## config.mk

```make
export PLATFORM = sky130hd
export DESIGN_NAME = fieldbus_digital_output_node
export DESIGN_NICKNAME = d
export VERILOG_FILES = /design/src/node_pkg.sv /design/src/fieldbus_digital_output_node.sv /design/src/output_diag.sv
export SDC_FILE = /design/constraint.sdc
export NUM_CORES = 1
export LEC_CHECK = 0
export BUFFER_PORTS_ARGS = -buffer_cell sky130_fd_sc_hd__buf_2
export CAP_MARGIN = 20
export CORE_MARGIN = 5
export CORE_UTILIZATION = 45
export DETAILED_ROUTE_END_ITERATION = 10
export PLACE_DENSITY = 0.78
export SYNTH_ARGS = -nofsm -noshare
export SYNTH_HDL_FRONTEND = slang
export SYNTH_SLANG_ARGS = --single-unit
```

## constraint.sdc

```tcl
create_clock -name mclk -period 3.75 [get_ports mclk]
set_input_delay 0.375 -clock mclk [delete_from_list [all_inputs] [get_ports mclk]]
set_output_delay 0.375 -clock mclk [all_outputs]
set_load 0.1 [all_outputs]
```

## src/node_pkg.sv

```systemverilog
// Functional notes
// Eight outputs follow one output data byte received from the coupler.
// Accept one parameter byte; return two diagnosis bytes to the coupler.
// Outputs 1-4 belong to supply group A, outputs 5-8 to group B.
// Station address and rate switches are sampled only once after power-up.
// Rate switch bit 1: open 125 kBaud, on 250 kBaud; bit 2 unused.
// Every link participant must run at the same link rate.
// Station address fixes where the node's bytes sit in coupler data range.
// Node occupies exactly one byte of the controller output area.
// Address switch zero means take part in automatic address assignment.
// No input data; returned information sits in the diagnosis range only.
// Bit n drives output n+1; even outputs mirror onto preceding socket pin 2.
// Diag byte Z: comm lost, group B, group A, electronics; Z+1 per-output faults.
// Parameter bit 1: 0 report controlled outputs only, 1 report every change.
// Outputs stay inactive from reset until the first valid output byte arrives.
package node_pkg;
   localparam int NUM_OUT = 8;
   // Wishbone register byte addresses
   localparam logic [3:0] ADDR_OUT_DATA = 4'h0;
   localparam logic [3:0] ADDR_PARAM = 4'h4;
   localparam logic [3:0] ADDR_DIAG = 4'h8;
   localparam logic [3:0] ADDR_STATUS = 4'hC;
   // Diagnosis byte Z bit positions
   localparam int DZ_ELEC = 0;
   localparam int DZ_GRP_A = 1;
   localparam int DZ_GRP_B = 2;
   localparam int DZ_COMM = 7;
   // Parameter field
   localparam int PAR_REPORT_ALL = 1;
   localparam logic [7:0] PARAM_RESET = 8'h00;
   localparam logic [7:0] PARAM_MASK = 8'h02;
   localparam logic [7:0] OUT_RESET = 8'h00;
   // Output group split
   localparam logic [7:0] GROUP_A_MASK = 8'h0F;
   localparam logic [7:0] GROUP_B_MASK = 8'hF0;
   // Link rates
   localparam int RATE_LOW_KBAUD = 125;
   localparam int RATE_HIGH_KBAUD = 250;
   // Communication loss timeout and power-up switch settle time
   localparam int COMM_TIMEOUT_US = 10000;
   localparam int SETTLE_US = 100;
   localparam int CLK_MHZ = 10;
   localparam int COMM_TIMEOUT_CYC = COMM_TIMEOUT_US * CLK_MHZ;
   localparam int SETTLE_CYC = SETTLE_US * CLK_MHZ;
   localparam logic [7:0] AUTO_ADDRESS = 8'h00;
   typedef enum logic [1:0] {ST_SETTLE, ST_WAIT_DATA, ST_RUN} node_state_t;
endpackage

```

## src/fieldbus_digital_output_node.sv

```systemverilog
`timescale 1ns/10ps
// Eight-channel output node: link-facing logic with a Wishbone view for the coupler side
module fieldbus_digital_output_node
   import node_pkg::*;
#(
   parameter int COMM_TIMEOUT = COMM_TIMEOUT_CYC,
   parameter int SETTLE = SETTLE_CYC
) (
   input wire logic mclk,
   input wire logic rst,
   input wire logic ce,
   // Wishbone classic slave
   input wire logic wb_cyc_i,
   input wire logic wb_stb_i,
   input wire logic wb_we_i,
   input wire logic [3:0] wb_adr_i,
   input wire logic [3:0] wb_sel_i,
   input wire logic [31:0] wb_dat_i,
   output logic [31:0] wb_dat_o,
   output logic wb_ack_o,
   // Link frame strobes from the link receiver
   input wire logic link_out_valid,
   input wire logic [7:0] link_out_data,
   input wire logic link_param_valid,
   input wire logic [7:0] link_param_data,
   // Switches and supervision inputs
   input wire logic [7:0] station_address_switch,
   input wire logic [1:0] rate_select_switch,
   input wire logic elec_supply_fault,
   input wire logic group_a_supply_fault,
   input wire logic group_b_supply_fault,
   input wire logic [7:0] short_det,
   input wire logic [7:0] open_det,
   // Outputs
   output logic [7:0] output_pin4,
   output logic [7:0] output_pin2,
   output logic [7:0] station_address,
   output logic auto_address,
   output logic rate_high,
   output logic [7:0] diag_byte_z,
   output logic [7:0] diag_byte_z1,
   output logic diag_changed
);
   node_state_t state_reg, state_next;
   logic [31:0] cnt_reg;
   logic [7:0] out_reg;
   logic [7:0] param_reg;
   logic [7:0] addr_reg;
   logic rate_reg;
   logic comm_lost_reg;
   logic [7:0] diag_z1_prev_reg;
   logic [7:0] diag_z_prev_reg;
   logic [7:0] fault;
   logic ack_reg;
   logic [31:0] rdata_reg;

   // Decode and selection
   wire logic wb_req = wb_cyc_i & wb_stb_i & ~ack_reg;
   wire logic wb_wr = wb_req & wb_we_i & wb_sel_i[0];
   wire logic sel_out = (wb_adr_i == ADDR_OUT_DATA);
   wire logic sel_par = (wb_adr_i == ADDR_PARAM);
   wire logic sel_diag = (wb_adr_i == ADDR_DIAG);
   wire logic sel_stat = (wb_adr_i == ADDR_STATUS);
   wire logic out_load = (link_out_valid | (wb_wr & sel_out)) & (state_reg != ST_SETTLE);
   wire logic [7:0] out_src = link_out_valid ? link_out_data : wb_dat_i[7:0];
   wire logic par_load = link_param_valid | (wb_wr & sel_par);
   wire logic [7:0] par_src = link_param_valid ? link_param_data : wb_dat_i[7:0];
   wire logic timeout = (cnt_reg >= COMM_TIMEOUT - 1);
   wire logic settled = (cnt_reg >= SETTLE - 1);
   wire logic driving = (state_reg == ST_RUN) & ~comm_lost_reg;
   wire logic [7:0] drive = driving ? out_reg : OUT_RESET;
   wire logic [7:0] z_now = {comm_lost_reg, 4'h0, group_b_supply_fault, group_a_supply_fault, elec_supply_fault};

   // Group A covers bits 0..3, group B bits 4..7; a failed supply group cannot drive
   wire logic [7:0] grp_ok = (group_a_supply_fault ? ~GROUP_A_MASK : 8'hFF)
                           & (group_b_supply_fault ? ~GROUP_B_MASK : 8'hFF);

   // Sequencer: settle switches, wait for first data, run
   always_comb begin
      state_next = state_reg;
      unique case (state_reg)
         ST_SETTLE: if (settled) state_next = ST_WAIT_DATA;
         ST_WAIT_DATA: if (out_load) state_next = ST_RUN;
         ST_RUN: state_next = ST_RUN;
      endcase
   end

   always_ff @(posedge mclk or posedge rst) begin
      if (rst) begin
         state_reg <= ST_SETTLE;
      end else if (ce) begin
         state_reg <= state_next;
      end
   end

   // Shared counter: settle time first, then link silence watchdog
   always_ff @(posedge mclk or posedge rst) begin
      if (rst) begin
         cnt_reg <= 32'h0000_0000;
      end else if (ce) begin
         if (state_reg != ST_SETTLE && (link_out_valid || link_param_valid)) begin
            cnt_reg <= 32'h0000_0000;
         end else if (state_reg == ST_SETTLE && settled) begin
            cnt_reg <= 32'h0000_0000;
         end else if (!timeout) begin
            cnt_reg <= cnt_reg + 32'h0000_0001;
         end
      end
   end

   // Switches are captured once at the end of settling; later moves are ignored
   always_ff @(posedge mclk or posedge rst) begin
      if (rst) begin
         addr_reg <= 8'h00;
         rate_reg <= 1'b1;
      end else if (ce && state_reg == ST_SETTLE && settled) begin
         addr_reg <= station_address_switch;
         rate_reg <= rate_select_switch[0];
      end
   end

   // Single output byte; link and software share it, link wins on a tie
   always_ff @(posedge mclk or posedge rst) begin
      if (rst) begin
         out_reg <= OUT_RESET;
      end else if (ce && out_load) begin
         out_reg <= out_src;
      end
   end

   // Parameter byte; reserved bits are kept at zero
   always_ff @(posedge mclk or posedge rst) begin
      if (rst) begin
         param_reg <= PARAM_RESET;
      end else if (ce && par_load) begin
         param_reg <= par_src & PARAM_MASK;
      end
   end

   // Communication loss flag: set by silence, cleared by the next frame
   always_ff @(posedge mclk or posedge rst) begin
      if (rst) begin
         comm_lost_reg <= 1'b0;
      end else if (ce) begin
         // A frame in this very cycle ends the silence; counting it as a timeout would latch the flag
         if (state_reg != ST_SETTLE && timeout && !(link_out_valid || link_param_valid)) begin
            comm_lost_reg <= 1'b1;
         end else if (link_out_valid || link_param_valid) begin
            comm_lost_reg <= 1'b0;
         end
      end
   end

   output_diag #(.WIDTH(NUM_OUT)) u_diag (
      .mclk(mclk),
      .rst(rst),
      .ce(ce),
      .drive(drive),
      .short_det(short_det),
      .open_det(open_det),
      .report_all(param_reg[PAR_REPORT_ALL]),
      .fault(fault)
   );

   // Outputs from flip-flops; pin 2 of each odd socket mirrors the next even output
   always_ff @(posedge mclk or posedge rst) begin
      if (rst) begin
         output_pin4 <= 8'h00;
         output_pin2 <= 8'h00;
      end else if (ce) begin
         output_pin4 <= drive & grp_ok;
         output_pin2 <= {1'b0, drive[7] & grp_ok[7], 1'b0, drive[5] & grp_ok[5],
                         1'b0, drive[3] & grp_ok[3], 1'b0, drive[1] & grp_ok[1]};
      end
   end

   // Diagnosis bytes returned instead of input data; change pulse for reporting
   always_ff @(posedge mclk or posedge rst) begin
      if (rst) begin
         diag_byte_z <= 8'h00;
         diag_byte_z1 <= 8'h00;
         diag_z_prev_reg <= 8'h00;
         diag_z1_prev_reg <= 8'h00;
         diag_changed <= 1'b0;
      end else if (ce) begin
         diag_byte_z <= z_now;
         diag_byte_z1 <= fault;
         diag_z_prev_reg <= diag_byte_z;
         diag_z1_prev_reg <= diag_byte_z1;
         diag_changed <= (diag_byte_z != diag_z_prev_reg) | (diag_byte_z1 != diag_z1_prev_reg);
      end
   end

   always_ff @(posedge mclk or posedge rst) begin
      if (rst) begin
         station_address <= 8'h00;
         auto_address <= 1'b0;
         rate_high <= 1'b1;
      end else if (ce) begin
         station_address <= addr_reg;
         auto_address <= (state_reg != ST_SETTLE) && (addr_reg == AUTO_ADDRESS);
         rate_high <= rate_reg;
      end
   end

   // Wishbone: one wait cycle, ack for one cycle, unmapped reads zero
   always_ff @(posedge mclk or posedge rst) begin
      if (rst) begin
         ack_reg <= 1'b0;
         rdata_reg <= 32'h0000_0000;
      end else if (ce) begin
         ack_reg <= wb_req;
         if (wb_req) begin
            rdata_reg <= sel_out ? {24'h00_0000, out_reg} :
                         sel_par ? {24'h00_0000, param_reg} :
                         sel_diag ? {16'h0000, diag_byte_z1, diag_byte_z} :
                         sel_stat ? {16'h0000, addr_reg, 4'h0, comm_lost_reg, rate_reg, state_reg} :
                         32'h0000_0000;
         end
      end
   end
   assign wb_ack_o = ack_reg & wb_cyc_i & wb_stb_i;
   assign wb_dat_o = rdata_reg;
endmodule

```

## src/output_diag.sv

```systemverilog
`timescale 1ns/10ps
// Per-output fault qualification: short only while driven, open only while off
module output_diag
   import node_pkg::*;
#(
   parameter int WIDTH = NUM_OUT
) (
   input wire logic mclk,
   input wire logic rst,
   input wire logic ce,
   input wire logic [WIDTH-1:0] drive,
   input wire logic [WIDTH-1:0] short_det,
   input wire logic [WIDTH-1:0] open_det,
   input wire logic report_all,
   output logic [WIDTH-1:0] fault
);
   genvar i;
   generate
      for (i = 0; i < WIDTH; i++) begin : g_ch
         logic raw;
         // Controlled-only mode masks open reports on idle outputs
         assign raw = (drive[i] & short_det[i]) | (~drive[i] & open_det[i] & report_all);
         always_ff @(posedge mclk or posedge rst) begin
            if (rst) begin
               fault[i] <= 1'b0;
            end else if (ce) begin
               fault[i] <= raw;
            end
         end
      end
   endgenerate
endmodule

```

==> results.yml, run 1 <==
cells_and_area:
  layout-drive-gt1-share_pct: 30.77
  final_cells: 822
  syn_to_final_growth_pct: 22.05
  fin_nets: 734
  diodes: 0
  largest_reg_flops: 32
  fillers: 1031
global_route:
  grt.met2_usage_pct: 33.58
  use_met3_pct: 4.986
  grt_usage_pct: 19.66
  overflow: 0
  gr-usage-met1_pct: 23.82
  grt_pass1_wl_mm: 22.87
  antenna_found_initial: 0
  grt_max_degree: 75
  top_usage_layer: "met2"
  grt_pass1_vias: 4562
cts:
  clockRootBuffer: "clkbuf_16"
  ctsHoldBuffers: 0
  postCtsSetupBuffers: 0
  cts_buffers: 17
  cts_tree: "done"
  worst_skew_pair.late_latency_ns: 0.41
  cts.sinks: 121
  clock_path_buffers: 2
  cts_resized: 0
  clkTransAtPathRegs_ns: 0.05
  htreeDepth: 4
die:
  num_rows: 41
  die_h_um: 122.9
  die_w_um: 122.9
  initial_utilization_pct: 45.63
  boundaryPins: 169
  core_area_sq_um: 12570
  dieArea_sq_um: 15100
worst_setup_path:
  worstSetupEndpointType: "flip-flop"
  crit_type: "flip-flop to flip-flop"
  required_ns: 4.06
  start_kind: "flip-flop"
  worst-path-max-fanout: 17
  cp_data_arrival_time_ns: 3.07
run:
  drv_cap: 0
yosys:
  async_reset_ff_share_pct: 100.0
  yosys.cell_count.top_type: "dfrtp_1"
  ys.flop_type: "dfrtp_1"
  synth_top_cell_by_area: "dfrtp_1"
  synth_area_sq_um: 5736
  ys_ff_latch: 121
  synth_commonest_cells: "dfrtp_1, o21ai_0, mux2_2, nand2_1, nor2_1"
  syn_inst: 534
  ys_types: 50
  yosysWarnings: 0
  synthTopCellsByArea: "dfrtp_1, mux2_2, o21ai_0, buf_4, mux2i_1"
  syn_avg_cell_area_sq_um: 10.74
  ys_seq_area_share_pct: 52.84
  synth_edf_count: 0
  synth_top_area_share_pct: 51.92
detailed_routing:
  postRouteAntennaNets: 0
  drc: 0
  wire_per_inst_um: 17.37
  drtPass1Iterations: 5
  drt-initial-drc-count: 412
  wl_mm: 14.28
  vias: 4468
  avgViaCountPerCell: 5.436
power:
  powerDensity_nw_per_um2: 732.7
  p_seq_share_pct: 34.1
  total_power_mw: 5.129
  p_sw_mw: 1.969
  switching_share_pct: 38.39
  ir_drop_uv: 308.3
  p_int_mw: 3.160
  pwr-share-clk_pct: 36.3
  combPwrFrac_pct: 29.6
  p_leak_nw: 3.401
timing:
  final_hold_viol_count: 0
  fin_crit_ns: 2.760
  drv_slew: 0
  fin_worst_skew_ns: 0.008147
  setup_viol: 0
  rsz0062_at_grt: "no"
  relSlewSlack_pct: 36.76
  worstMarginPinSlew_ns: 0.9487
  fmax_ghz: 0.3624
  period_share_pct: 73.59
  fin_tns_setup_ns: 0
placement:
  placed_cells: 790
  place_congestion: 0.8701
  dp_hpwl_mm: 9.882
  port_buffers: 109
min_path:
  worstHoldPathType: "input port to asynchronous set/reset pin"
run_status:
  status: "complete, no violations"
## path summary, 6_finish.rpt
| path | startpoint | end | slack (ns) | cells after the start |
|---|---|---|---|---|
| worst min-delay path | rst | cnt_reg[29] | 0.18 | 2 |
| min in group mclk | station_address_switch[2] | addr_reg[2] | 0.19 | 2 |
| worst max-delay path | cnt_reg[13] | cnt_reg[13] | 0.99 | 6 |
| max in group asynchronous | rst | wb_dat_o[6] | 2.79 | 3 |
| worst max register to register | cnt_reg[13] | cnt_reg[13] | 0.99 | 6 |
| worst min register to register | wb_dat_o[14] | wb_dat_o[14] | 0.48 | 2 |
## stage by stage
step / setup slack [ns] / hold slack [ns] / util, % / cell area, sq um
3_5_place_dp: 1.041 / 0.4657 / 50.30 / 6322
4_1_cts: 0.9830 / 0.1809 / 55.70 / 7000
3_3_place_gp: 1.134 / 0.4584 / 50.30 / 6322
2_1_floorplan: 0.1641 / 0.4539 / - / 5822
5_1_grt: 0.8441 / 0.1860 / 55.70 / 7000
6_report: 0.9903 / 0.1825 / 55.70 / 7000
## power by group through the flow
stage,clock network (mW),registers [mW],logic (mW)
floorplan,0,2.23,0.735
global placement,0,1.74,1.47
detailed placement,0,1.76,1.51
CTS,1.88,1.74,1.53
global route,1.94,1.78,1.62
finish,1.86,1.75,1.52
## metal layers
layer	routed length [um]	share of wire (%)	vias up
li1	-	-	2058
met1	5711	40	2220
met2	7231	51	162
met3	970	6.8	28
met4	362	2.5	0
met5	0	0	-
## cells in the final DEF, fill, tap and decap left out, types with 3 or more instances in the layout
master | Yosys | routed
dfrtp_1 | 119 | 119
buf_2 | 1 | 109
o21ai_0 | 45 | 45
mux2_2 | 43 | 43
nand2_1 | 36 | 36
nor2_1 | 32 | 32
a21oi_1 | 30 | 30
conb_1 | 1 | 24
mux2i_1 | 20 | 20
nand3_1 | 20 | 20
clkbuf_16 | 0 | 17
and2_1 | 15 | 15
inv_1 | 16 | 15
a31oi_1 | 13 | 13
xor2_1 | 12 | 12
o31ai_1 | 11 | 11
nor4_1 | 8 | 8
bufinv_16 | 0 | 6
nor2b_1 | 5 | 5
nor3_1 | 5 | 5
and3_1 | 4 | 4
or2_2 | 4 | 4
nand4_1 | 4 | 4
ha_1 | 4 | 4
buf_4 | 28 | 4
a41oi_1 | 3 | 3
a22o_1 | 3 | 3
## cell type report
| class | count | area, sq um | share of cell area [%] |
|---|---|---|---|
| tap | 172 | 215.2 | 3.074 |
| sequential | 121 | 3030 | 43.29 |
| timing repair buffer | 114 | 595.6 | 8.508 |
| clock buffer | 21 | 460.4 | 6.577 |
| inverter | 16 | 62.56 | 0.8937 |
| multi-input combinational | 367 | 2419 | 34.55 |
| clock inverter | 11 | 217.7 | 3.110 |
## logic make-up (layout without fill, tap and decap cells)
group | Yosys count | in the layout | synth area share [%]
DFF | 121 | 121 | 52.84
adders and majority gates | 4 | 4 | 0.8726
and+or+nand+nor | 149 | 149 | 13.66
muxes | 64 | 64 | 12.33
other | 1 | 24 | 0.06538
AOI/OAI and AO/OA | 114 | 114 | 11.91
xor gates and xnor gates | 12 | 12 | 1.832
buffers and inverters | 69 | 162 | 6.501
## critical path, stage by stage (launching register included)
cell      delay (ns)
dfrtp_1         0.44
or4_4           0.56
nor4_4          0.27
a41oi_4         0.32
a211o_1         0.58
nand2b_4        0.23
o31ai_1         0.26
(Power assumes the default switching activity.)
==> run 2: changes to the inputs <==
--- a/config.mk
+++ b/config.mk
@@ -10,7 +10,7 @@
 export CORE_MARGIN = 5
 export CORE_UTILIZATION = 45
 export DETAILED_ROUTE_END_ITERATION = 10
-export PLACE_DENSITY = 0.78
+export PLACE_DENSITY = 0.75
 export SYNTH_ARGS = -nofsm -noshare
 export SYNTH_HDL_FRONTEND = slang
 export SYNTH_SLANG_ARGS = --single-unit
==> constraint.sdc (replaced) <==
create_clock -name mclk -period 2.8 [get_ports mclk]
set_input_delay 0.28 -clock mclk [delete_from_list [all_inputs] [get_ports mclk]]
set_output_delay 0.28 -clock mclk [all_outputs]
set_load 0.1 [all_outputs]
==> run 2 against run 1 <==
  * Clock-buffer cell count is 3 lower
  * Register-to-register slack worse by 0.70 ns
  * Cell count is 0.49% higher
  * Sequential power is 33% higher
  * Fmax is 10% higher
  * Worst hold slack worse by 0.16 ns
  * Via count is 0.27% higher
  * Total power is 29% higher
  * Die area stayed put
  * Sequential share of layout area is 0.14 points higher
==> results.yml, run 2 (same netlist as run 1, synthesis figures left out) <==
run_status:
  status: "complete, no violations"
detailed_routing:
  drtPass1Iterations: 5
  drt-initial-drc-count: 327
  vias: 4480
  wl_mm: 14.06
  postRouteAntennaNets: 0
  wire_per_inst_um: 17.03
  avgViaCountPerCell: 5.424
  drc: 0
cts:
  worst_skew_pair.late_latency_ns: 0.41
  clock_path_buffers: 2
  postCtsSetupBuffers: 0
  cts_buffers: 17
  ctsHoldBuffers: 0
  clkTransAtPathRegs_ns: 0.06
  htreeDepth: 4
  clockRootBuffer: "clkbuf_16"
  cts_resized: 0
  cts.sinks: 121
  cts_tree: "done"
cells_and_area:
  layout_commonest_cell: "dfrtp_1"
  fin_nets: 738
  syn_to_final_growth_pct: 21.66
  layout_common_cells: "dfrtp_1, buf_2, o21ai_0"
  largest_reg_flops: 32
  diodes: 0
  layout-drive-gt1-share_pct: 31.50
die:
  boundaryPins: 169
  initial_utilization_pct: 45.63
  num_rows: 41
  core_area_sq_um: 12570
  die_w_um: 122.9
  dieArea_sq_um: 15100
  die_h_um: 122.9
timing:
  relSlewSlack_pct: 45.21
  setup_viol: 0
  worstMarginPinSlew_ns: 0.8202
  fin_crit_ns: 2.506
  fin_tns_setup_ns: 0
  rsz0062_at_grt: "no"
  final_hold_viol_count: 0
  postLayoutSetupSlackWorst_ns: 0.2937
  drv_slew: 0
  period_share_pct: 89.51
  fmax_ghz: 0.3990
  fin_worst_skew_ns: 0.007274
power:
  p_leak_nw: 3.394
  p_seq_share_pct: 35.3
  pwr-share-clk_pct: 33.8
  p_int_mw: 3.958
  switching_share_pct: 40.18
  p_sw_mw: 2.658
  ir_drop_uv: 505.2
  combPwrFrac_pct: 30.9
  total_power_mw: 6.617
  powerDensity_nw_per_um2: 948.2
worst_setup_path:
  cp_data_arrival_time_ns: 2.78
  start_kind: "flip-flop"
  worstSetupEndpointType: "flip-flop"
  worst-path-max-fanout: 15
  crit_type: "flip-flop to flip-flop"
  required_ns: 3.08
run:
  drv_cap: 0
placement:
  port_buffers: 109
  dp_hpwl_mm: 10.03
  place_congestion: 0.8142
  post-place-ws_ns: 0.3091
global_route:
  antenna_found_initial: 0
  grt_pass1_wl_mm: 22.42
  grt_pass1_vias: 4432
  overflow: 0
  grt_max_degree: 56
  grt_usage_pct: 19.27
min_path:
  worstHoldPathType: "input port to asynchronous set/reset pin"
-- run 2: final timing paths --
path / start / endpoint / slack (ns) / cells past startpoint
min in group mclk: station_address_switch[2] / addr_reg[2] / 0.10 / 2
setup reg to reg: cnt_reg[13] / cnt_reg[11] / 0.29 / 6
hold / removal: rst / cnt_reg[8] / 0.02 / 2
hold reg to reg: wb_dat_o[5] / wb_dat_o[5] / 0.48 / 2
setup / recovery: cnt_reg[13] / cnt_reg[11] / 0.29 / 6
max in group asynchronous: rst / rate_reg / 2.06 / 3
-- run 2: stage by stage --
step	cells	util [%]	area, sq um	hold slack (ns)
after global placement	794	50.65	6366	0.4562
final	826	55.52	6978	0.01865
after CTS	826	55.52	6978	0.03314
after detailed placement	794	50.65	6366	0.4649
after global routing	826	55.52	6978	0.07679
after floorplan	557	-	5826	0.4306
-- run 2: worst max-delay path, stage by stage, from the launching register on --
cell and delay, ns:
dfrtp_1 0.44, or4_4 0.57, a2111oi_0 0.39, or3b_1 0.21, a211o_1 0.46, nand2b_4 0.24
o21ai_0 0.07
-- run 2: final cells by class --
cell class,instances,area [sq um]
well taps,172,215.2
repair buffers,118,638.1
flip-flops and latches,121,3030
multi-input cells,367,2419
inverters,16,63.81
clock buffers,18,439.2
clock inverters,14,172.7
fillers,1059,5590
-- run 2: power by group through the flow --
stage,Sequential [mW],Combinational (mW),Clock [mW]
after floorplan,2.98,0.985,0
after global placement,2.33,1.99,0
after detailed placement,2.36,2.04,0
after CTS,2.33,2.05,2.26
after global routing,2.37,2.18,2.35
final,2.33,2.05,2.24
-- run 2: metal layers --
metal | vias up | part of all wire, % | GRT usage (%)
li1 | 2063 | - | -
met1 | 2205 | 41 | 23.20
met2 | 188 | 50 | 33.55
met3 | 24 | 7.0 | 4.300
met4 | 0 | 2.2 | 7.628
met5 | - | 0 | 0
